==> src/design/timer_wave_pkg.sv <==
package timer_wave_pkg;

  // register byte addresses on the AXI4-Lite slave
  localparam logic [7:0] ADDR_OUTPUT_MODE_CTRL = 8'h00;
  localparam logic [7:0] ADDR_TIMER_CONTROL_B = 8'h04;
  localparam logic [7:0] ADDR_COMPARE_A = 8'h08;
  localparam logic [7:0] ADDR_COMPARE_B = 8'h0C;
  localparam logic [7:0] ADDR_COMPARE_C = 8'h10;
  localparam logic [7:0] ADDR_CAPTURE = 8'h14;
  localparam logic [7:0] ADDR_COUNTER = 8'h18;
  localparam logic [7:0] ADDR_IRQ_STATUS = 8'h1C;
  localparam logic [7:0] ADDR_IRQ_MASK = 8'h20;

  // field positions
  localparam int CHAN_A_ACTION_LSB = 6;
  localparam int CHAN_B_ACTION_LSB = 4;
  localparam int CHAN_C_ACTION_LSB = 2;
  localparam int WAVE_MODE_LOW_LSB = 0;
  localparam int WAVE_MODE_HIGH_LSB = 3;
  localparam int COUNT_RUN_BIT = 0;
  localparam logic [7:0] CONTROL_B_MASK = 8'h19;
  localparam int IRQ_OVERFLOW_BIT = 0;
  localparam int IRQ_MATCH_LSB = 1;
  localparam int IRQ_WIDTH = 4;

  // values after reset
  localparam logic [7:0] OUTPUT_MODE_CTRL_RESET = 8'h00;
  localparam logic [7:0] CONTROL_B_RESET = 8'h00;
  localparam logic [15:0] VALUE16_RESET = 16'h0000;

  // counter landmarks
  localparam logic [15:0] COUNT_BOTTOM = 16'h0000;
  localparam logic [15:0] COUNT_MAX = 16'hFFFF;
  localparam logic [15:0] TOP_8BIT = 16'h00FF;
  localparam logic [15:0] TOP_9BIT = 16'h01FF;
  localparam logic [15:0] TOP_10BIT = 16'h03FF;
  localparam logic [15:0] COUNT_STEP = 16'h0001;

  localparam logic [1:0] RESP_OKAY = 2'h0;
  localparam logic [1:0] RESP_SLVERR = 2'h2;

  typedef enum logic [3:0] {
    KIND_NORMAL = 4'h1,
    KIND_MATCH_CLR = 4'h2,
    KIND_FAST = 4'h4,
    KIND_DUAL = 4'h8
  } kind_t;

  typedef enum logic [2:0] {
    TOP_FIXED = 3'h1,
    TOP_CMP_A = 3'h2,
    TOP_CAPTURE = 3'h4
  } top_src_t;

  typedef enum logic [3:0] {
    PT_IMMEDIATE = 4'h1,
    PT_MAX = 4'h2,
    PT_TOP = 4'h4,
    PT_BOTTOM = 4'h8
  } point_t;

  typedef enum logic [1:0] {
    PHASE_UP = 2'h1,
    PHASE_DOWN = 2'h2
  } phase_t;

  typedef struct packed {
    kind_t kind;
    top_src_t top_src;
    logic [15:0] fixed_top;
    point_t reload;
    point_t ovf;
  } mode_info_t;

  // wave_mode_select decode; the reserved code falls back to normal counting
  function automatic mode_info_t decode_mode(input logic [3:0] m);
    mode_info_t r;
    r = '{KIND_NORMAL, TOP_FIXED, COUNT_MAX, PT_IMMEDIATE, PT_MAX};
    case (m)
      4'h1: r = '{KIND_DUAL, TOP_FIXED, TOP_8BIT, PT_TOP, PT_BOTTOM};
      4'h2: r = '{KIND_DUAL, TOP_FIXED, TOP_9BIT, PT_TOP, PT_BOTTOM};
      4'h3: r = '{KIND_DUAL, TOP_FIXED, TOP_10BIT, PT_TOP, PT_BOTTOM};
      4'h4: r = '{KIND_MATCH_CLR, TOP_CMP_A, COUNT_MAX, PT_IMMEDIATE, PT_MAX};
      4'h5: r = '{KIND_FAST, TOP_FIXED, TOP_8BIT, PT_TOP, PT_TOP};
      4'h6: r = '{KIND_FAST, TOP_FIXED, TOP_9BIT, PT_TOP, PT_TOP};
      4'h7: r = '{KIND_FAST, TOP_FIXED, TOP_10BIT, PT_TOP, PT_TOP};
      4'h8: r = '{KIND_DUAL, TOP_CAPTURE, COUNT_MAX, PT_BOTTOM, PT_BOTTOM};
      4'h9: r = '{KIND_DUAL, TOP_CMP_A, COUNT_MAX, PT_BOTTOM, PT_BOTTOM};
      4'hA: r = '{KIND_DUAL, TOP_CAPTURE, COUNT_MAX, PT_TOP, PT_BOTTOM};
      4'hB: r = '{KIND_DUAL, TOP_CMP_A, COUNT_MAX, PT_TOP, PT_BOTTOM};
      4'hC: r = '{KIND_MATCH_CLR, TOP_CAPTURE, COUNT_MAX, PT_IMMEDIATE, PT_MAX};
      4'hE: r = '{KIND_FAST, TOP_CAPTURE, COUNT_MAX, PT_TOP, PT_TOP};
      4'hF: r = '{KIND_FAST, TOP_CMP_A, COUNT_MAX, PT_TOP, PT_TOP};
      default: r = '{KIND_NORMAL, TOP_FIXED, COUNT_MAX, PT_IMMEDIATE, PT_MAX};
    endcase
    return r;
  endfunction : decode_mode

endpackage : timer_wave_pkg

==> src/design/compare_channel.sv <==
module compare_channel
  import timer_wave_pkg::*;
#(
  parameter bit CHAN_IS_A = 1'b0
)
(
  // clock, reset and enable
  input wire logic clk_sys_i,
  input wire logic reset_n_i,
  input wire logic ce_i,
  // timer events
  input wire logic tick_i,
  input wire kind_t kind_i,
  input wire logic [1:0] action_i,
  input wire logic wave_mode_msb_i,
  input wire logic match_i,
  input wire logic at_top_i,
  input wire logic phase_down_i,
  // pin side
  output logic wave_o,
  output logic pin_take_o
);

  logic wave_q;
  logic pin_take_q;
  logic toggle_ok;

  // code 01 toggles in non-PWM modes; in PWM modes only channel A with msb set
  assign toggle_ok = (action_i == 2'h1) &&
                     ((kind_i == KIND_NORMAL) || (kind_i == KIND_MATCH_CLR) ||
                      (wave_mode_msb_i && CHAN_IS_A));

  // waveform register, advanced only on timer ticks
  always_ff @(posedge clk_sys_i or negedge reset_n_i)
  begin
    if (!reset_n_i)
    begin
      wave_q <= 1'b0;
    end
    else if (ce_i && tick_i)
    begin
      case (kind_i)
        KIND_NORMAL, KIND_MATCH_CLR:
        begin
          if (match_i && action_i[1])
            wave_q <= action_i[0];
          else if (match_i && toggle_ok)
            wave_q <= ~wave_q;
        end
        KIND_FAST:
        begin
          // the top event wins, so with codes 10 and 11 a match at top is ignored; code 01 still toggles there
          if (action_i[1] && at_top_i)
            wave_q <= ~action_i[0];
          else if (action_i[1] && match_i)
            wave_q <= action_i[0];
          else if (match_i && toggle_ok)
            wave_q <= ~wave_q;
        end
        KIND_DUAL:
        begin
          if (action_i[1] && match_i)
            wave_q <= phase_down_i ? ~action_i[0] : action_i[0];
          else if (match_i && toggle_ok)
            wave_q <= ~wave_q;
        end
        default:
        begin
          wave_q <= wave_q;
        end
      endcase
    end
  end

  // pin takeover follows the action field; reserved codes leave the port alone
  always_ff @(posedge clk_sys_i or negedge reset_n_i)
  begin
    if (!reset_n_i)
      pin_take_q <= 1'b0;
    else if (ce_i)
      pin_take_q <= (action_i == 2'h1) ? toggle_ok : (action_i != 2'h0);
  end

  assign wave_o = wave_q;
  assign pin_take_o = pin_take_q;

endmodule : compare_channel

==> src/design/timer_wave_mode_output_control.sv <==
// Operation
// a nonzero channel action field hands that channel's compare output the pin.
// software sets the pin direction to output, or the waveform stays inside.
// non-PWM codes: 00 disconnect, 01 toggle, 10 clear, 11 set on match.
// fast PWM code 10 clears on match and sets at top, code 11 the reverse.
// PWM code 01 disconnects unless mode msb is set, then toggles channel A only.
// in fast PWM a match equal to top is ignored and the top action still happens.
// dual-slope code 10 clears on up-count match and sets on down-count, 11 reverse.
// two low mode bits here join two high bits in control B as one 4-bit mode.
// modes 1 to 3 are dual-slope with fixed top, reload at top, overflow at bottom.
// modes 0, 4 and 12 count to max or clear on match, reload now, overflow at max.
// modes 5 to 7, 14 and 15 are fast PWM with reload and overflow at top.
// modes 8 to 11 are dual-slope with top from capture or compare A.
// software never selects the reserved mode 13.
// the two high mode bits sit at bits 4 and 3 of control register B.
// dual-slope counting runs up from zero to top and back down to zero.
module timer_wave_mode_output_control
  import timer_wave_pkg::*;
(
  // clock, reset, enable
  input wire logic clk_sys_i,
  input wire logic reset_n_i,
  input wire logic ce_i,
  // axi4-lite write
  input wire logic [7:0] s_axi_awaddr_i,
  input wire logic s_axi_awvalid_i,
  output logic s_axi_awready_o,
  input wire logic [31:0] s_axi_wdata_i,
  input wire logic [3:0] s_axi_wstrb_i,
  input wire logic s_axi_wvalid_i,
  output logic s_axi_wready_o,
  output logic [1:0] s_axi_bresp_o,
  output logic s_axi_bvalid_o,
  input wire logic s_axi_bready_i,
  // axi4-lite read
  input wire logic [7:0] s_axi_araddr_i,
  input wire logic s_axi_arvalid_i,
  output logic s_axi_arready_o,
  output logic [31:0] s_axi_rdata_o,
  output logic [1:0] s_axi_rresp_o,
  output logic s_axi_rvalid_o,
  input wire logic s_axi_rready_i,
  // compare outputs and pin takeover
  output logic compare_out_a_o,
  output logic compare_out_b_o,
  output logic compare_out_c_o,
  output logic pin_override_a_o,
  output logic pin_override_b_o,
  output logic pin_override_c_o,
  // interrupt
  output logic irq_o
);

  logic [7:0] output_mode_ctrl_q;
  logic [7:0] timer_control_b_q;
  logic [15:0] cmp_buf_q [3];
  logic [15:0] cmp_act_q [3];
  logic [15:0] capture_value_q;
  logic [15:0] count_q;
  phase_t phase_q;
  logic [IRQ_WIDTH-1:0] irq_status_q;
  logic [IRQ_WIDTH-1:0] irq_mask_q;
  logic irq_q;
  logic awready_q, wready_q, aw_held_q, w_held_q, bvalid_q, arready_q, rvalid_q;
  logic [7:0] awaddr_q;
  logic [31:0] wdata_q;
  logic [3:0] wstrb_q;
  logic [1:0] bresp_q, rresp_q;
  logic [31:0] rdata_q;
  logic do_write;
  logic [3:0] wave_mode_select;
  mode_info_t mode;
  logic [15:0] top_val;
  logic tick, at_top, at_bottom, ovf_evt, reload_evt;
  logic [2:0] match;
  logic [1:0] action [3];
  logic [2:0] wave, pin_take;

  // byte-lane merge of a 16-bit register
  function automatic logic [15:0] merge16(input logic [15:0] old, input logic [31:0] d,
                                          input logic [3:0] s);
    return {s[1] ? d[15:8] : old[15:8], s[0] ? d[7:0] : old[7:0]};
  endfunction : merge16

  // word-aligned address compare used by both channels of the bus
  function automatic logic addr_is(input logic [7:0] a, input logic [7:0] reg_addr);
    return {a[7:2], 2'h0} == reg_addr;
  endfunction : addr_is

  function automatic logic addr_mapped(input logic [7:0] a);
    return addr_is(a, ADDR_OUTPUT_MODE_CTRL) || addr_is(a, ADDR_TIMER_CONTROL_B) ||
           addr_is(a, ADDR_COMPARE_A) || addr_is(a, ADDR_COMPARE_B) ||
           addr_is(a, ADDR_COMPARE_C) || addr_is(a, ADDR_CAPTURE) ||
           addr_is(a, ADDR_COUNTER) || addr_is(a, ADDR_IRQ_STATUS) ||
           addr_is(a, ADDR_IRQ_MASK);
  endfunction : addr_mapped

  // mode selector and its decode; mode 13 is never chosen by software
  assign wave_mode_select = {timer_control_b_q[WAVE_MODE_HIGH_LSB +: 2],
                             output_mode_ctrl_q[WAVE_MODE_LOW_LSB +: 2]};
  assign mode = decode_mode(wave_mode_select);

  // top comes from a fixed value, active compare A or the capture register
  always_comb
  begin
    case (mode.top_src)
      TOP_CMP_A: top_val = cmp_act_q[0];
      TOP_CAPTURE: top_val = capture_value_q;
      default: top_val = mode.fixed_top;
    endcase
  end

  assign tick = ce_i && timer_control_b_q[COUNT_RUN_BIT];
  assign at_top = (count_q == top_val);
  assign at_bottom = (count_q == COUNT_BOTTOM);

  // overflow and reload points taken from the mode decode
  always_comb
  begin
    case (mode.ovf)
      PT_TOP: ovf_evt = tick && at_top;
      PT_BOTTOM: ovf_evt = tick && at_bottom && (phase_q == PHASE_DOWN);
      default: ovf_evt = tick && (count_q == COUNT_MAX);
    endcase
    case (mode.reload)
      PT_TOP: reload_evt = tick && at_top;
      PT_BOTTOM: reload_evt = tick && at_bottom;
      default: reload_evt = ce_i;
    endcase
  end

  // counter sequence per waveform kind
  always_ff @(posedge clk_sys_i or negedge reset_n_i)
  begin
    if (!reset_n_i)
    begin
      count_q <= VALUE16_RESET;
      phase_q <= PHASE_UP;
    end
    else if (tick)
    begin
      case (mode.kind)
        KIND_MATCH_CLR, KIND_FAST:
        begin
          count_q <= at_top ? COUNT_BOTTOM : count_q + COUNT_STEP;
          phase_q <= PHASE_UP;
        end
        KIND_DUAL:
        begin
          // turn at top and at bottom; each end value stands for one tick
          if (phase_q == PHASE_UP && at_top)
          begin
            count_q <= count_q - COUNT_STEP;
            phase_q <= PHASE_DOWN;
          end
          else if (phase_q == PHASE_DOWN && at_bottom)
          begin
            count_q <= count_q + COUNT_STEP;
            phase_q <= PHASE_UP;
          end
          else
          begin
            count_q <= (phase_q == PHASE_DOWN) ? count_q - COUNT_STEP : count_q + COUNT_STEP;
          end
        end
        default:
        begin
          count_q <= count_q + COUNT_STEP;
          phase_q <= PHASE_UP;
        end
      endcase
    end
  end

  // compare double buffer; immediate modes copy every enabled cycle
  always_ff @(posedge clk_sys_i or negedge reset_n_i)
  begin
    if (!reset_n_i)
    begin
      for (int i = 0; i < 3; i++)
        cmp_act_q[i] <= VALUE16_RESET;
    end
    else if (reload_evt)
    begin
      for (int i = 0; i < 3; i++)
        cmp_act_q[i] <= cmp_buf_q[i];
    end
  end

  // per-channel match and action fields
  always_comb
  begin
    for (int i = 0; i < 3; i++)
      match[i] = tick && (count_q == cmp_act_q[i]);
  end
  assign action[0] = output_mode_ctrl_q[CHAN_A_ACTION_LSB +: 2];
  assign action[1] = output_mode_ctrl_q[CHAN_B_ACTION_LSB +: 2];
  assign action[2] = output_mode_ctrl_q[CHAN_C_ACTION_LSB +: 2];

  // one waveform unit per channel; only channel A may toggle in PWM modes
  for (genvar g = 0; g < 3; g++)
  begin : g_chan
    compare_channel #(
      .CHAN_IS_A(g == 0)
    ) u_chan (
      .clk_sys_i(clk_sys_i),
      .reset_n_i(reset_n_i),
      .ce_i(ce_i),
      .tick_i(tick),
      .kind_i(mode.kind),
      .action_i(action[g]),
      .wave_mode_msb_i(wave_mode_select[3]),
      .match_i(match[g]),
      .at_top_i(at_top),
      .phase_down_i(phase_q == PHASE_DOWN),
      .wave_o(wave[g]),
      .pin_take_o(pin_take[g])
    );
  end

  // pin direction is software's job; these only say who owns the pin value
  assign compare_out_a_o = wave[0];
  assign compare_out_b_o = wave[1];
  assign compare_out_c_o = wave[2];
  assign pin_override_a_o = pin_take[0];
  assign pin_override_b_o = pin_take[1];
  assign pin_override_c_o = pin_take[2];

  // write channel: address and data latched independently, either order
  assign do_write = ce_i && aw_held_q && w_held_q && !bvalid_q;
  always_ff @(posedge clk_sys_i or negedge reset_n_i)
  begin
    if (!reset_n_i)
    begin
      awready_q <= 1'b1;
      wready_q <= 1'b1;
      aw_held_q <= 1'b0;
      w_held_q <= 1'b0;
      awaddr_q <= 8'h00;
      wdata_q <= 32'h0000_0000;
      wstrb_q <= 4'h0;
      bvalid_q <= 1'b0;
      bresp_q <= RESP_OKAY;
    end
    else if (ce_i)
    begin
      if (s_axi_awvalid_i && awready_q)
      begin
        awaddr_q <= s_axi_awaddr_i;
        aw_held_q <= 1'b1;
        awready_q <= 1'b0;
      end
      if (s_axi_wvalid_i && wready_q)
      begin
        wdata_q <= s_axi_wdata_i;
        wstrb_q <= s_axi_wstrb_i;
        w_held_q <= 1'b1;
        wready_q <= 1'b0;
      end
      if (do_write)
      begin
        aw_held_q <= 1'b0;
        w_held_q <= 1'b0;
        awready_q <= 1'b1;
        wready_q <= 1'b1;
        bvalid_q <= 1'b1;
        bresp_q <= addr_mapped(awaddr_q) ? RESP_OKAY : RESP_SLVERR;
      end
      else if (bvalid_q && s_axi_bready_i)
      begin
        bvalid_q <= 1'b0;
      end
    end
  end

  // control, compare and capture registers written by software
  always_ff @(posedge clk_sys_i or negedge reset_n_i)
  begin
    if (!reset_n_i)
    begin
      output_mode_ctrl_q <= OUTPUT_MODE_CTRL_RESET;
      timer_control_b_q <= CONTROL_B_RESET;
      capture_value_q <= VALUE16_RESET;
      for (int i = 0; i < 3; i++)
        cmp_buf_q[i] <= VALUE16_RESET;
    end
    else if (do_write)
    begin
      if (addr_is(awaddr_q, ADDR_OUTPUT_MODE_CTRL) && wstrb_q[0])
        output_mode_ctrl_q <= wdata_q[7:0];
      if (addr_is(awaddr_q, ADDR_TIMER_CONTROL_B) && wstrb_q[0])
        timer_control_b_q <= wdata_q[7:0] & CONTROL_B_MASK;
      if (addr_is(awaddr_q, ADDR_CAPTURE))
        capture_value_q <= merge16(capture_value_q, wdata_q, wstrb_q);
      if (addr_is(awaddr_q, ADDR_COMPARE_A))
        cmp_buf_q[0] <= merge16(cmp_buf_q[0], wdata_q, wstrb_q);
      if (addr_is(awaddr_q, ADDR_COMPARE_B))
        cmp_buf_q[1] <= merge16(cmp_buf_q[1], wdata_q, wstrb_q);
      if (addr_is(awaddr_q, ADDR_COMPARE_C))
        cmp_buf_q[2] <= merge16(cmp_buf_q[2], wdata_q, wstrb_q);
    end
  end

  // sticky status: a new event in the clearing cycle survives the clear
  always_ff @(posedge clk_sys_i or negedge reset_n_i)
  begin
    if (!reset_n_i)
    begin
      irq_status_q <= '0;
      irq_mask_q <= '0;
      irq_q <= 1'b0;
    end
    else if (ce_i)
    begin
      if (do_write && addr_is(awaddr_q, ADDR_IRQ_MASK) && wstrb_q[0])
        irq_mask_q <= wdata_q[IRQ_WIDTH-1:0];
      irq_status_q <= (irq_status_q &
                       ~((do_write && addr_is(awaddr_q, ADDR_IRQ_STATUS) && wstrb_q[0]) ?
                         wdata_q[IRQ_WIDTH-1:0] : '0)) |
                      {match, ovf_evt};
      irq_q <= |(irq_status_q & irq_mask_q);
    end
  end

  // read channel: data one cycle after the address is taken
  always_ff @(posedge clk_sys_i or negedge reset_n_i)
  begin
    if (!reset_n_i)
    begin
      arready_q <= 1'b1;
      rvalid_q <= 1'b0;
      rdata_q <= 32'h0000_0000;
      rresp_q <= RESP_OKAY;
    end
    else if (ce_i)
    begin
      if (s_axi_arvalid_i && arready_q)
      begin
        arready_q <= 1'b0;
        rvalid_q <= 1'b1;
        rresp_q <= addr_mapped(s_axi_araddr_i) ? RESP_OKAY : RESP_SLVERR;
        rdata_q <= 32'h0000_0000;
        if (addr_is(s_axi_araddr_i, ADDR_OUTPUT_MODE_CTRL))
          rdata_q[7:0] <= output_mode_ctrl_q;
        if (addr_is(s_axi_araddr_i, ADDR_TIMER_CONTROL_B))
          rdata_q[7:0] <= timer_control_b_q;
        if (addr_is(s_axi_araddr_i, ADDR_COMPARE_A))
          rdata_q[15:0] <= cmp_buf_q[0];
        if (addr_is(s_axi_araddr_i, ADDR_COMPARE_B))
          rdata_q[15:0] <= cmp_buf_q[1];
        if (addr_is(s_axi_araddr_i, ADDR_COMPARE_C))
          rdata_q[15:0] <= cmp_buf_q[2];
        if (addr_is(s_axi_araddr_i, ADDR_CAPTURE))
          rdata_q[15:0] <= capture_value_q;
        if (addr_is(s_axi_araddr_i, ADDR_COUNTER))
          rdata_q[15:0] <= count_q;
        if (addr_is(s_axi_araddr_i, ADDR_IRQ_STATUS))
          rdata_q[IRQ_WIDTH-1:0] <= irq_status_q;
        if (addr_is(s_axi_araddr_i, ADDR_IRQ_MASK))
          rdata_q[IRQ_WIDTH-1:0] <= irq_mask_q;
      end
      else if (rvalid_q && s_axi_rready_i)
      begin
        rvalid_q <= 1'b0;
        arready_q <= 1'b1;
      end
    end
  end

  assign s_axi_awready_o = awready_q;
  assign s_axi_wready_o = wready_q;
  assign s_axi_bvalid_o = bvalid_q;
  assign s_axi_bresp_o = bresp_q;
  assign s_axi_arready_o = arready_q;
  assign s_axi_rvalid_o = rvalid_q;
  assign s_axi_rdata_o = rdata_q;
  assign s_axi_rresp_o = rresp_q;
  assign irq_o = irq_q;
endmodule : timer_wave_mode_output_control

==> config.mk <==
export PLATFORM = sky130hd
export DESIGN_NAME = timer_wave_mode_output_control
export DESIGN_NICKNAME = d
export VERILOG_FILES = /design/src/design/timer_wave_pkg.sv /design/src/design/compare_channel.sv /design/src/design/timer_wave_mode_output_control.sv
export SDC_FILE = /design/constraint.sdc
export NUM_CORES = 1
export LEC_CHECK = 0
export ABC_AREA = 1
export ABC_CLOCK_PERIOD_IN_PS = 3000
export BUFFER_PORTS_ARGS = -buffer_cell sky130_fd_sc_hd__buf_2
export CORE_MARGIN = 2
export CORE_UTILIZATION = 55
export DETAILED_ROUTE_END_ITERATION = 8
export PLACE_DENSITY = 0.89
export SETUP_SLACK_MARGIN = 0.15
export SYNTH_ARGS = -nofsm -noshare
export SYNTH_HDL_FRONTEND = slang
export SYNTH_SLANG_ARGS = --single-unit
==> constraint.sdc <==
create_clock -name clk_sys_i -period 3 [get_ports clk_sys_i]
set_clock_uncertainty 0.15 [all_clocks]
set_input_delay 0.75 -clock clk_sys_i [delete_from_list [all_inputs] [get_ports clk_sys_i]]
set_output_delay 0.75 -clock clk_sys_i [all_outputs]
set_load 0.01 [all_outputs]
* Word-level counts from Yosys, hierarchy flattened
Memories as Yosys holds them, arrays and structs flattened.
Index checks and enable logic that the tools add are counted.
** Cells by class
- $add $sub $neg :: 2
- Equality and inequality tests :: 37
- Muxes and demuxes :: 58
- Bitwise gates (word level) :: 10
- Reduce and logical (&&, ||, !) cells :: 91
** Operator list (count)
- 16-bit 2-to-1 mux :: 9
- 16-bit equality test :: 4
- 16-bit case mux with 2 select lines :: 2
- 6-bit by 3-bit equality test with 1-bit output, second input constant :: 8
- 1-bit logical AND :: 37
- 1-bit 2-to-1 mux :: 32
- 2-bit AND reduction :: 13
- 6-bit by 2-bit equality test with 1-bit output, second input constant :: 4
- 3-bit AND reduction :: 8
- 1-bit logical OR :: 18
- 16-bit by 1-bit adder with 16-bit output, second input constant :: 1
- 16-bit equality test, second input constant :: 1
- 16-bit logical NOT :: 1
- 8-bit 2-to-1 mux :: 2
- 16-bit by 1-bit subtractor with 16-bit output, second input constant :: 1
- 2-bit nonzero test :: 7
- 4-bit by 3-bit equality test with 1-bit output, second input constant :: 3
- 4-bit equality test, second input constant :: 3
- 6-bit by 1-bit equality test with 1-bit output, second input constant :: 2
- 6-bit by 4-bit equality test with 1-bit output, second input constant :: 2
- 6-bit logical NOT :: 2
- 4-bit 2-to-1 mux :: 3
- 2-bit 2-to-1 mux :: 5
- 1-bit case mux with 3 select lines :: 3
- 16 further kinds :: 27
** Storage, ports and cells
- Register bits :: 209
- ROM bits :: 336
- Bits of input ports :: 60
- Output and inout bits :: 48
- Logic and storage cells :: 236
- Memories :: 1
** Memories
- (no name shown) :: depth 16, width 21, read ports 1, clocked after Yosys merged registers in 0, wr ports 0, RTL line timer_wave_pkg.sv:79 : case (m)

* Longest topological paths before layout
Gate-level depths: netlist (run 1).
- Depth after elaboration :: 10
- Depth in mapped cells :: 25
- Gate-level depth less buffers :: 22

* By module
A second synthesis (run 1) with hierarchy kept.
** Unflattened totals
- Cells, all modules :: 1631
- Area total of the unflattened synthesis :: 12052.8 µm²
** Modules (own cells, without submodules)
- timer_wave_mode_output_control :: times used 1, cells an instance 1496, area an instance 11255.8 µm², seq. area each 4984.8 µm²
- compare_channel at g_chan[1].u_chan ... :: times used 2, cells an instance 45, area an instance 265.3 µm², seq. area each 50.0 µm²
- compare_channel at g_chan[0].u_chan :: times used 1, cells an instance 45, area an instance 266.5 µm², seq. area each 50.0 µm²

* Worst setup path before layout (run 1)
OpenSTA, ideal clock, no wires.
- Kind :: register to register
- Start :: register output_mode_ctrl_q[0]
- End :: register cmp_act_q[0] (netlist name)
- Setup time :: 0.117 ns
- Data arrival time :: 2.571 ns
- Data required time :: 2.733 ns
- Path slack :: 0.162 ns
- Stages on the path, launching flop included :: 23
- Path buffers :: 3
- Clock period less this slack :: 2.838 ns
- Cell sequence :: dfrtp_1 -> inv_2 -> ha_1 -> nand2_1 -> inv_2 -> nand2_2 -> nand2_4 -> nand2_4 -> nand2_4 -> buf_6 -> nand3_1 -> nand2_1 -> nand2_1 -> nand2_1 -> nor2_1 -> nand2_1 -> nor2_8 -> and2_4 -> nand3_4 -> buf_6 -> buf_2 -> nand4_1 -> nand2_1
** On the way
- Cells in the longest elaborated chain, start to end :: 6
- Elaborated cells on any way between the ends :: 9
- Those cells by class :: 5 x eq/ne; 2 x mux; 1 x reduce/logical; 1 x memory
** RTL lines
- start, declared :: RTL line timer_wave_mode_output_control.sv:54 : logic [7:0] output_mode_ctrl_q;
- start signal, assigned :: RTL line timer_wave_mode_output_control.sv:290 : output_mode_ctrl_q <= wdata_q[7:0];
- memory read 16 x 21 bit *
- 3-bit equality test or 3-bit by 2-bit equality test with 1-bit output (tied branches) :: RTL line timer_wave_mode_output_control.sv:106 : case (mode.top_src)
- 16-bit case mux with 2 select lines :: RTL line timer_wave_mode_output_control.sv:106
- 16-bit equality test :: RTL line timer_wave_mode_output_control.sv:114 : assign at_top = (count_q == top_val);
- 1-bit logical AND :: RTL line timer_wave_mode_output_control.sv:126 : PT_TOP: reload_evt = tick && at_top;
- 1-bit case mux with 2 select lines * :: RTL line timer_wave_mode_output_control.sv:125 : case (mode.reload)
- end signal, assigned by index :: RTL line timer_wave_mode_output_control.sv:186 : cmp_act_q[i] <= cmp_buf_q[i];
- end, declared :: RTL line timer_wave_mode_output_control.sv:57 : logic [15:0] cmp_act_q [3];
Every way passes the cells marked *; elsewhere a longest branch is shown, timed or not.
A chain may end at the register's enable or synchronous reset.

* Worst setup path in the final report (run 1)
- Start :: register output_mode_ctrl_q[0]
- End :: register cmp_act_q[38] (netlist name)
The elaborated chain is that of the path after synthesis.

==> impl_metrics.csv, run 1 <==
group,metric,value,unit
global_routing,met2_usage,0.507,
global_routing,use_met1,0.410,
clocking,cts_sinks,205,
clocking,cts_buffer_depth,3,
job,maxCapViolCount,0,
global_routing,grt_max_degree,73,
setup_path,slowest_delay,0.46,ns
logic_synthesis,synth_area,11900,µm²
floorplanning,die_y,151,µm
placement,dp_hpwl,24500,µm
floorplanning,die_w,151,µm
setup_path,r2r_start,"output_mode_ctrl_q[0]",
clocking,path_clk_slew,0.07,ns
clocking,cts_tree,"built",
placement,numPortBuffers,67,
global_routing,grt.met3_usage,0.0714,
clocking,htree_levels,1,
floorplanning,num_rows,53,
global_routing,grt_pass1_vias,11300,
setup_path,r2r_cells,20,
setup_path,crit_arrival,3.36,ns
cells_and_area,fillCellCount,1586,
sta,relSlewSlack,0.544,
setup_path,worst-path-buf-inv,4,
power,total_power,0.0101,W
global_routing,antenna_found_initial,1,
route,drt-pass1-iter-count,6,
logic_synthesis,synth.distinct_cells,47,
sta,rsz0062_at_grt,"yes",
route,vias,12200,
floorplanning,placeableCoreArea,21100,µm²
setup_path,cpLargestDelayFamily,"simple AND/OR/NAND/NOR gates",
outcome,violations,"setup timing",
sta,fin_crit,3.06,ns
power,leakage,6.72,nW
sta,finalWorstSetupSlack,-0.0633,ns
logic_synthesis,synth.avg_cell_area,7.39,µm²
logic_synthesis,yosysSeqAreaShare,0.432,
clocking,hold_buffers,0,
placement,pre_cts_ws,-0.0170,ns
setup_path,critPathMaxFanout,9,
setup_path,crit_type,"reg2reg",
global_routing,grt_overflow_total,0,
route,drt-total-wl,37100,µm
global_routing,busiest_layer,"met2",
logic_synthesis,synth_ff_type,"dfrtp_1",
sta,setup_tns,-1.42,ns
sta,slew_violations,0,
logic_synthesis,syn_inst,1608,
setup_path,cp-start-kind,"register",
setup_path,slowest_stage,"dfrtp_2",
cells_and_area,fin_util,0.673,
cells_and_area,nNetsFinal,1769,
route,vias_per_cell,6.14,
outcome,outcome,"complete, but fails checks",
cells_and_area,seqCellArea,5140,µm²
cells_and_area,areaGrowthSynthToFinish,19.5,%
route,wire_per_inst,18.6,µm
logic_synthesis,synth_edf_count,0,
logic_synthesis,yosys_register_bits,205,
hold_path,min_path_type,"in2async",
global_routing,grt_pass1_wl,57100,µm
logic_synthesis,async_reset_ff_frac,1.00,
cells_and_area,multi_input_area,6330,µm²
floorplanning,die_area,22800,µm²
sta,hold_violations,0,
sta,fin_crit_sh,1.02,
setup_path,cp_cell_sequence,"inv_4 > ha_4 > nand2_2 > nand2_2 > nand2_4 > nor2_8 > buf_6 > buf_16 > nand3_4 > nand4_1 > nand2_1 > nor2_2 > nand2_2 > nor2_4 > and2_4 > nand3_4 > nand3_4 > buf_12 > nand2_1 > nand2_1",
route,drtIter0Drc,1622,
sta,setup_viol,46,
logic_synthesis,yosysWarnings,0,
floorplanning,io_pins,108,
clocking,clk_latency,0.52,ns
clocking,root_buffer,"clkbuf_16",
power,powerDensity,715,nW/µm²
power,vdd_ir_drop_max,0.654,mV
setup_path,cp-end-kind,"register",
sta,worstMarginPinSlew,0.683,ns
route,remaining_drc_errors,0,
setup_path,r2r_slack,-0.06,ns
global_routing,grt_usage,0.316,
setup_path,r2r_end,"cmp_act_q[38]",
cells_and_area,layout-drive-gt1-share,0.183,
sta,fmax,326,MHz
floorplanning,start_util,0.564,
placement,gp_congestion,0.997,
clocking,cts-buffers-inserted,23,
route,final_antenna_net_count,0,
setup_path,cp.required,3.30,ns
[cell families after synthesis]
| kind of cell | share of synthesized area |
|---|---|
| buffers and inverters | 0.0818 |
| AO/OA/AOI/OAI | 0.101 |
| XOR/XNOR | 0.0368 |
| other | 0.000316 |
| AND/OR/NAND/NOR | 0.340 |
| adder cells (fa/ha/maj) | 0.00632 |
| flip-flops | 0.432 |
| multiplexers | 0.00189 |
[flip-flops by register name, indices dropped and copies added, names as in the netlist, 3 cells and up]
signal                    count
capture_value_q              16
s_axi_rdata_o                16
output_mode_ctrl_q            8
wdata_q                      16
awaddr_q                      6
irq_mask_q                    4
timer_control_b_q             3
count_q                      16
g_chan.u_chan.pin_take_o      3
g_chan.u_chan.wave_o          3
irq_status_q                  4
cmp_act_q                    48
cmp_buf_q                    48
[cell usage after synthesis (10+ instances only)]
cell / number / area [µm²]
o21ai_0: 155 / 776
buf_2: 10 / 50.1
a21oi_1: 20 / 100
dfrtp_1: 201 / 5030
xor2_1: 42 / 368
clkbuf_1: 52 / 195
a22oi_1: 10 / 75.1
inv_1: 104 / 390
nor2_1: 140 / 526
a221oi_1: 12 / 105
nor3_1: 17 / 85.1
buf_4: 24 / 180
nand2_1: 510 / 1910
nand3_1: 101 / 505
nand4_1: 99 / 619
[how the worst max path moves through the flow]
stage                                      from       endpoint  slack [ns]  depth (start not counted)
final                     output_mode_ctrl_q[0]  cmp_act_q[38]       -0.06                         20
after global routing      output_mode_ctrl_q[0]  cmp_act_q[38]       -0.17                         20
after CTS                 output_mode_ctrl_q[1]  cmp_act_q[41]        0.06                         21
after detailed placement  output_mode_ctrl_q[0]     phase_q[1]       -0.02                         20
after global placement    output_mode_ctrl_q[0]  cmp_act_q[46]        0.07                         20
after floorplan           output_mode_ctrl_q[0]   cmp_act_q[0]        0.16                         22
[metal layers]
| metal | routed length, µm | part of all wire | vias to the layer above |
|---|---|---|---|
| met1 | 13600 | 0.37 | 5719 |
| met4 | 2090 | 0.056 | 0 |
| met2 | 16800 | 0.45 | 838 |
| met3 | 4620 | 0.12 | 203 |
| li1 | - | - | 5481 |
| met5 | 0 | 0 | - |
[timing repair]
item / in CTS / in global routing
pin swaps: 10 / 37
setup endpoints to repair: 67 / 70
resized for setup: 33 / 89
cloned: 5 / 4
setup buffers: 4 / 0
[final cells by class]
type,count,area share
sequential,205,0.362
inverter,117,0.0315
tap,275,0.0242
clock inverter,10,0.00661
multi-input combinational,1208,0.446
clock buffer,31,0.0455
antenna,1,0.000176
timing repair buffer,148,0.0848
[worst reg2reg max path, delay by kind of cell, from the launching register on]
kind | cells | cell delay (ns)
adders and majority gates | 1 | 0.14
DFF | 1 | 0.46
and+or+nand+nor | 15 | 1.67
buffers and inverters | 4 | 0.58
[placed cells by master (no fill, tap or decap), types with 5 or more instances in the layout]
master and n:
nor2_2 8, buf_4 60, clkbuf_8 5, xnor2_1 8, nand2_2 40, buf_12 9, nor4_1 8, inv_1 103
nand3_4 13, xor2_1 42, nand3b_1 6, nand3_1 77, nor3_1 16, buf_2 66, a22oi_1 10, nand3_2 18
buf_6 5, nand2_1 467, dfrtp_1 200, a221oi_1 12, clkinv_1 7, nand2_4 13, conb_1 18, nand4_1 99
or2_2 9, o21ai_0 154, clkbuf_16 26, a21oi_1 18, nor2_1 132
[report_power, final]
part / switching, W / leakage, nW / internal [W]
logic: 0.00225 / 3.60 / 0.00124
registers: 0.000542 / 2.76 / 0.00335
clock network: 0.00116 / 0.356 / 0.00160
total: 0.00395 / 6.72 / 0.00619
[through the flow]
step | cell area [µm²] | hold WS [ns] | std cells
3_5_place_dp | 12800 | 0.310 | 1940
2_1_floorplan | 11900 | 0.293 | 1625
6_report | 14200 | 0.118 | 1995
3_3_place_gp | 12800 | 0.299 | 1940
4_1_cts | 13800 | 0.130 | 1990
5_1_grt | 14200 | 0.155 | 1994
(Power assumes the default switching activity.)
==> inputs of run 2 (changes only) <==
--- a/config.mk
+++ b/config.mk
@@ -11,7 +11,7 @@
 export CORE_MARGIN = 2
 export CORE_UTILIZATION = 55
 export DETAILED_ROUTE_END_ITERATION = 8
-export PLACE_DENSITY = 0.89
+export PLACE_DENSITY = 0.78
 export SETUP_SLACK_MARGIN = 0.15
 export SYNTH_ARGS = -nofsm -noshare
 export SYNTH_HDL_FRONTEND = slang
==> impl_metrics.csv, run 2 (same netlist as run 1, synthesis figures left out) <==
group,metric,value,unit
placement,numPortBuffers,67,
route,wl_met3,3510,µm
route,wire_per_inst,17.7,µm
global_routing,grt_pass1_wl,56000,µm
power,vdd_ir_drop_max,0.672,mV
sta,slew_violations,0,
sta,fin_crit_sh,0.997,
route,drtIter0Drc,1164,
clocking,cts_buffer_depth,3,
sta,worstMarginPinSlew,0.661,ns
cells_and_area,antenna_cells,0,
floorplanning,die_w,151,µm
setup_path,cp_cell_sequence,"buf_4 > ha_2 > inv_1 > nand2_1 > nand3_2 > nand2_4 > nand2_4 > nand2_8 > nand3_2 > nand2_1 > nand2_1 > nand2_1 > nor2_2 > nand2_2 > nor2_8 > and2_4 > nand3_4 > buf_12 > nand4_1 > nand2_1",
global_routing,grt_pass1_vias,10800,
sta,hold_violations,0,
setup_path,cp-end-kind,"register",
clocking,cts_sinks,205,
placement,dp.cells,1941,
setup_path,r2r_slack,0.01,ns
clocking,cts_tree,"built",
clocking,clk_latency,0.54,ns
sta,holdWs,0.00724,ns
cells_and_area,seqCellArea,5140,µm²
floorplanning,die_area,22800,µm²
clocking,cts-buffers-inserted,23,
route,top_layer,"met4",
setup_path,crit_arrival,3.26,ns
global_routing,grt_max_degree,52,
sta,rsz0062_at_grt,"yes",
setup_path,cpLargestDelayFamily,"simple AND/OR/NAND/NOR gates",
outcome,outcome,"complete, no violations",
setup_path,critPathMaxFanout,48,
route,drt-total-wl,35100,µm
cells_and_area,final_common_cell,"nand2_1",
floorplanning,die_y,151,µm
route,remaining_drc_errors,0,
setup_path,worst-path-buf-inv,3,
route,vias_per_cell,5.83,
cells_and_area,stdcell_count,1990,
setup_path,slowest_delay,0.41,ns
floorplanning,num_rows,53,
route,drt-pass1-iter-count,7,
floorplanning,io_pins,108,
route,met2RoutedLength,15900,µm
power,powerDensity,729,nW/µm²
cells_and_area,top_regs,"cmp_act_q: 48 flops, cmp_buf_q: 48 flops",
cells_and_area,layout-drive-gt1-share,0.159,
cells_and_area,nNetsFinal,1765,
global_routing,grt_usage,0.312,
route,vias,11600,
sta,fmax,334,MHz
clocking,htree_levels,1,
route,final_antenna_net_count,0,
power,leakage,6.68,nW
setup_path,crit_type,"reg2reg",
setup_path,cp.required,3.27,ns
placement,gp_congestion,0.930,
global_routing,grt_overflow_total,0,
setup_path,cp-start-kind,"register",
global_routing,antenna_found_initial,0,
clocking,hold_buffers,0,
cells_and_area,areaGrowthSynthToFinish,17.4,%
route,wl_met1,14300,µm
floorplanning,placeableCoreArea,21100,µm²
sta,setup_viol,0,
setup_path,cp_common_cell,"nand2_1",
clocking,path_clk_slew,0.06,ns
setup_path,slowest_stage,"dfrtp_1",
job,maxCapViolCount,0,
placement,dp_hpwl,24900,µm
sta,fin_crit,2.99,ns
power,total_power,0.0102,W
floorplanning,start_util,0.564,
cells_and_area,fillCellCount,1800,
clocking,root_buffer,"clkbuf_16",
hold_path,min_path_type,"in2async",
sta,relSlewSlack,0.558,
cells_and_area,final_cell_mix,"nand2_1 (500), dfrtp_1 (197), o21ai_0 (154), nor2_1 (130), inv_1 (103)",
cells_and_area,multi_input_area,6060,µm²
run 2: changes by cell type in the layout (fill, tap and decap cells not counted), sizes merged:
| cell | delta |
|---|---|
| buf | -3 |
| diode | -1 |
| clkinv | -1 |
| inv | -1 |
| bufinv | +2 |
| nand2 | -1 |
run 2: metal layers:
metal / up-vias / global-route usage
li1: 5461 / -
met2: 589 / 0.481
met3: 95 / 0.0654
met1: 5459 / 0.433
met4: 0 / 0.121
met5: - / 0
run 2: worst paths after layout:
| kind | startpoint | to | cells after the start |
|---|---|---|---|
| worst max-delay path | output_mode_ctrl_q[1] | cmp_act_q[12] | 20 |
| worst min-delay path | reset_n_i | g_chan[2].u_chan.wave_o | 1 |
| worst max register to register | output_mode_ctrl_q[1] | cmp_act_q[12] | 20 |
| worst min register to register | phase_q[0] | phase_q[0] | 2 |
| max in group asynchronous | reset_n_i | s_axi_arready_o | 2 |
| min in group clk_sys_i | s_axi_wdata_i[7] | wdata_q[7] | 3 |
run 2: power by group:
group	switching [W]	internal (W)	leakage [nW]	total, W
clock network	0.00118	0.00180	0.391	0.00298
registers	0.000516	0.00335	2.76	0.00387
logic	0.00213	0.00119	3.53	0.00331
total	0.00383	0.00634	6.68	0.0102
run 2: final cells by class:
cell class                      instances  area share
Tap cell                              275      0.0247
Clock inverter                         10      0.0104
Sequential cell                       205       0.368
Clock buffer                           31      0.0470
Inverter                              117      0.0323
Timing Repair Buffer                  145      0.0827
Multi-Input combinational cell       1207       0.435
run 2: what timing repair did:
| action | 4_1_cts | 5_1_grt |
|---|---|---|
| gates resized for setup | 5 | 61 |
| pin swaps | 0 | 19 |
| setup endpoints to repair | 66 | 70 |
| setup buffers | 1 | 2 |
| cloned | 0 | 5 |
run 2: worst register-to-register path: cells and delay by family (launching register included):
kind | cells | cell delay [ns]
fa+ha+maj | 1 | 0.17
buf+inv | 3 | 0.42
flops | 1 | 0.41
simple gates | 16 | 1.73
run 2: metrics by stage:
| stage | TNS, ns | cell area, µm² | util | worst slack, ns |
|---|---|---|---|---|
| 6_report | 0 | 14000 | 0.662 | 0.00953 |
| 5_1_grt | -4.93 | 14000 | 0.662 | -0.127 |
| 4_1_cts | 0 | 13600 | 0.646 | 0.0300 |
| 3_5_place_dp | -0.00563 | 12800 | 0.607 | -0.00563 |
| 3_3_place_gp | 0 | 12800 | 0.607 | 0.0564 |
| 2_1_floorplan | 0 | 11900 | - | 0.162 |
==> inputs of run 3 (changes only) <==
--- a/config.mk
+++ b/config.mk
@@ -6,12 +6,12 @@
 export NUM_CORES = 1
 export LEC_CHECK = 0
 export ABC_AREA = 1
-export ABC_CLOCK_PERIOD_IN_PS = 3000
+export ABC_CLOCK_PERIOD_IN_PS = 2800
 export BUFFER_PORTS_ARGS = -buffer_cell sky130_fd_sc_hd__buf_2
 export CORE_MARGIN = 2
-export CORE_UTILIZATION = 55
+export CORE_UTILIZATION = 60
 export DETAILED_ROUTE_END_ITERATION = 8
-export PLACE_DENSITY = 0.78
+export PLACE_DENSITY = 0.8
 export SETUP_SLACK_MARGIN = 0.15
 export SYNTH_ARGS = -nofsm -noshare
 export SYNTH_HDL_FRONTEND = slang
==> constraint.sdc (replaced) <==
create_clock -name clk_sys_i -period 2.8 [get_ports clk_sys_i]
set_clock_uncertainty 0.15 [all_clocks]
set_input_delay 0.7 -clock clk_sys_i [delete_from_list [all_inputs] [get_ports clk_sys_i]]
set_output_delay 0.7 -clock clk_sys_i [all_outputs]
set_load 0.01 [all_outputs]
==> impl_metrics.csv, run 3 (same netlist as run 1, synthesis figures left out) <==
group,metric,value,unit
cells_and_area,stdcell_count,2021,
route,remaining_drc_errors,0,
clocking,hold_buffers,0,
clocking,clk_latency,0.53,ns
clocking,cts_buffer_depth,3,
global_routing,grt_max_degree,53,
power,vdd_ir_drop_max,0.607,mV
route,drt-total-wl,36500,µm
route,vias,11900,
cells_and_area,fin_util,0.739,
cells_and_area,nNetsFinal,1805,
route,final_antenna_net_count,0,
setup_path,cp_cell_sequence,"inv_4 > ha_4 > nand2_2 > nand2_2 > nand2_4 > nor2_8 > nand2_8 > buf_6 > nand3b_1 > nand2_1 > nand2_1 > nand2_2 > nor2_2 > nand2_2 > nor2_8 > and2_4 > nand3_4 > nand3_4 > clkbuf_16 > nand2_1 > nand2_1",
sta,relSlewSlack,0.361,
cells_and_area,layout-drive-gt1-share,0.198,
floorplanning,io_pins,108,
sta,hold_violations,2,
setup_path,cp-start-kind,"register",
route,drtIter0Drc,1294,
placement,dp.cells,1963,
setup_path,cp-end-kind,"register",
cells_and_area,fillCellCount,1514,
placement,dp_hpwl,25400,µm
cells_and_area,areaGrowthSynthToFinish,21.0,%
clocking,cts_sinks,205,
setup_path,cp.required,3.12,ns
setup_path,crit_arrival,3.41,ns
setup_path,cpLargestDelayFamily,"simple AND/OR/NAND/NOR gates",
global_routing,grt_pass1_vias,10900,
cells_and_area,top_regs,"cmp_act_q: 48 flops, cmp_buf_q: 48 flops",
global_routing,grt_pass1_wl,57000,µm
sta,fin_crit,3.09,ns
clocking,htree_levels,1,
clocking,cts_tree,"built",
floorplanning,die_area,20900,µm²
cells_and_area,fin_area,14400,µm²
outcome,outcome,"complete, but fails checks",
global_routing,antenna_found_initial,1,
floorplanning,num_rows,51,
sta,holdWs,-0.00615,ns
setup_path,slowest_delay,0.44,ns
cells_and_area,final_common_cell,"nand2_1",
global_routing,grt_overflow_total,0,
route,vias_per_cell,5.86,
floorplanning,die_w,145,µm
job,maxCapViolCount,0,
placement,numPortBuffers,67,
route,drt-pass1-iter-count,7,
hold_path,min_path_type,"in2async",
setup_path,critPathMaxFanout,8,
floorplanning,placeableCoreArea,19500,µm²
clocking,cts-buffers-inserted,23,
clocking,root_buffer,"clkbuf_16",
sta,worstMarginPinSlew,0.955,ns
clocking,path_clk_slew,0.07,ns
cells_and_area,final_cell_mix,"nand2_1 (462), dfrtp_1 (200), o21ai_0 (152), nor2_1 (132), inv_1 (102)",
setup_path,crit_type,"reg2reg",
setup_path,worst-path-buf-inv,3,
outcome,violations,"hold timing, setup timing",
floorplanning,die_y,145,µm
floorplanning,start_util,0.611,
sta,fmax,324,MHz
placement,gp_congestion,0.925,
placement,post_dp_cell_area,13000,µm²
sta,rsz0062_at_grt,"yes",
setup_path,slowest_stage,"dfrtp_1",
sta,setup_viol,70,
global_routing,grt_usage,0.350,
sta,slew_violations,0,
route,wire_per_inst,18.0,µm
sta,fin_crit_sh,1.10,
power,leakage,6.92,nW
sta,finalWorstSetupSlack,-0.290,ns
power,powerDensity,758,nW/µm²
[run 3: cell count changes in the layout (fill, tap and decap cells not counted), moves of 3 or more]
cell / delta
dfrtp_2: -3
nand2_8: +4
nand3_1: -4
clkbuf_1: +5
buf_4: +38
dfrtp_1: +3
nand3_2: +3
nand2_1: -38
nand2_2: +32
nor2_2: -3
nand2_4: +3
[run 3: path summary, 6_finish.rpt]
kind	from	end	slack [ns]	cells past startpoint
setup / recovery	output_mode_ctrl_q[1]	cmp_act_q[10]	-0.29	21
hold / removal	reset_n_i	g_chan[2].u_chan.wave_o	-0.006	1
setup reg to reg	output_mode_ctrl_q[1]	cmp_act_q[10]	-0.29	21
hold reg to reg	phase_q[0]	phase_q[0]	0.31	2
max in group asynchronous	reset_n_i	s_axi_wready_o	1.81	2
min in group clk_sys_i	s_axi_wdata_i[12]	wdata_q[12]	0.22	3
[run 3: cell type report]
class                           count  area (µm²)  area share
Multi-Input combinational cell   1208        6280       0.437
Timing Repair Buffer              184        1450       0.101
Inverter                          117         447      0.0311
Clock inverter                      6        72.6     0.00504
Antenna cell                        1        2.50    0.000174
Clock buffer                       35         661      0.0459
Tap cell                          265         332      0.0230
Sequential cell                   205        5140       0.357
[run 3: routing by layer]
metal  vias up  GRT usage  wire length [µm]
met4         0      0.140              1580
li1       5558          -                 -
met2       621      0.542             16600
met3       135     0.0582              3510
met5         -          0                 0
met1      5536      0.493             14800
[run 3: timing repair]
item / CTS / global route
endpoints found under the setup margin: 70 / 70
gates resized for setup: 46 / 74
gates cloned: 3 / 4
buffers inserted: 6 / 3
pin swaps: 29 / 12
[run 3: metrics by stage]
| step | power [W] | setup TNS [ns] | hold WS (ns) | worst slack (ns) |
|---|---|---|---|---|
| CTS | 0.0107 | -7.31 | 0.00388 | -0.161 |
| floorplan | 0.00629 | -0.260 | 0.254 | -0.0130 |
| global route | 0.0115 | -27.20 | 0.0199 | -0.436 |
| global placement | 0.00749 | -7.58 | 0.301 | -0.168 |
| detailed placement | 0.00762 | -11.64 | 0.308 | -0.261 |
| finish | 0.0109 | -16.60 | -0.00615 | -0.290 |
[run 3: power by group]
group / internal [W] / switching, W
registers: 0.00359 / 0.000564
clock network: 0.00173 / 0.00124
logic: 0.00142 / 0.00237
total: 0.00673 / 0.00417
[run 3: worst reg2reg max path, stage by stage, from the launching register on]
cell	delay (ns)
dfrtp_1	0.44
inv_4	0.13
ha_4	0.15
nand2_2	0.05
nand2_2	0.09
nand2_4	0.06
nor2_8	0.18
nand2_8	0.10
buf_6	0.13
nand3b_1	0.15
nand2_1	0.07
nand2_1	0.09
nand2_2	0.07
nor2_2	0.12
nand2_2	0.09
nor2_8	0.13
and2_4	0.17
nand3_4	0.10
nand3_4	0.20
clkbuf_16	0.21
nand2_1	0.06
nand2_1	0.06
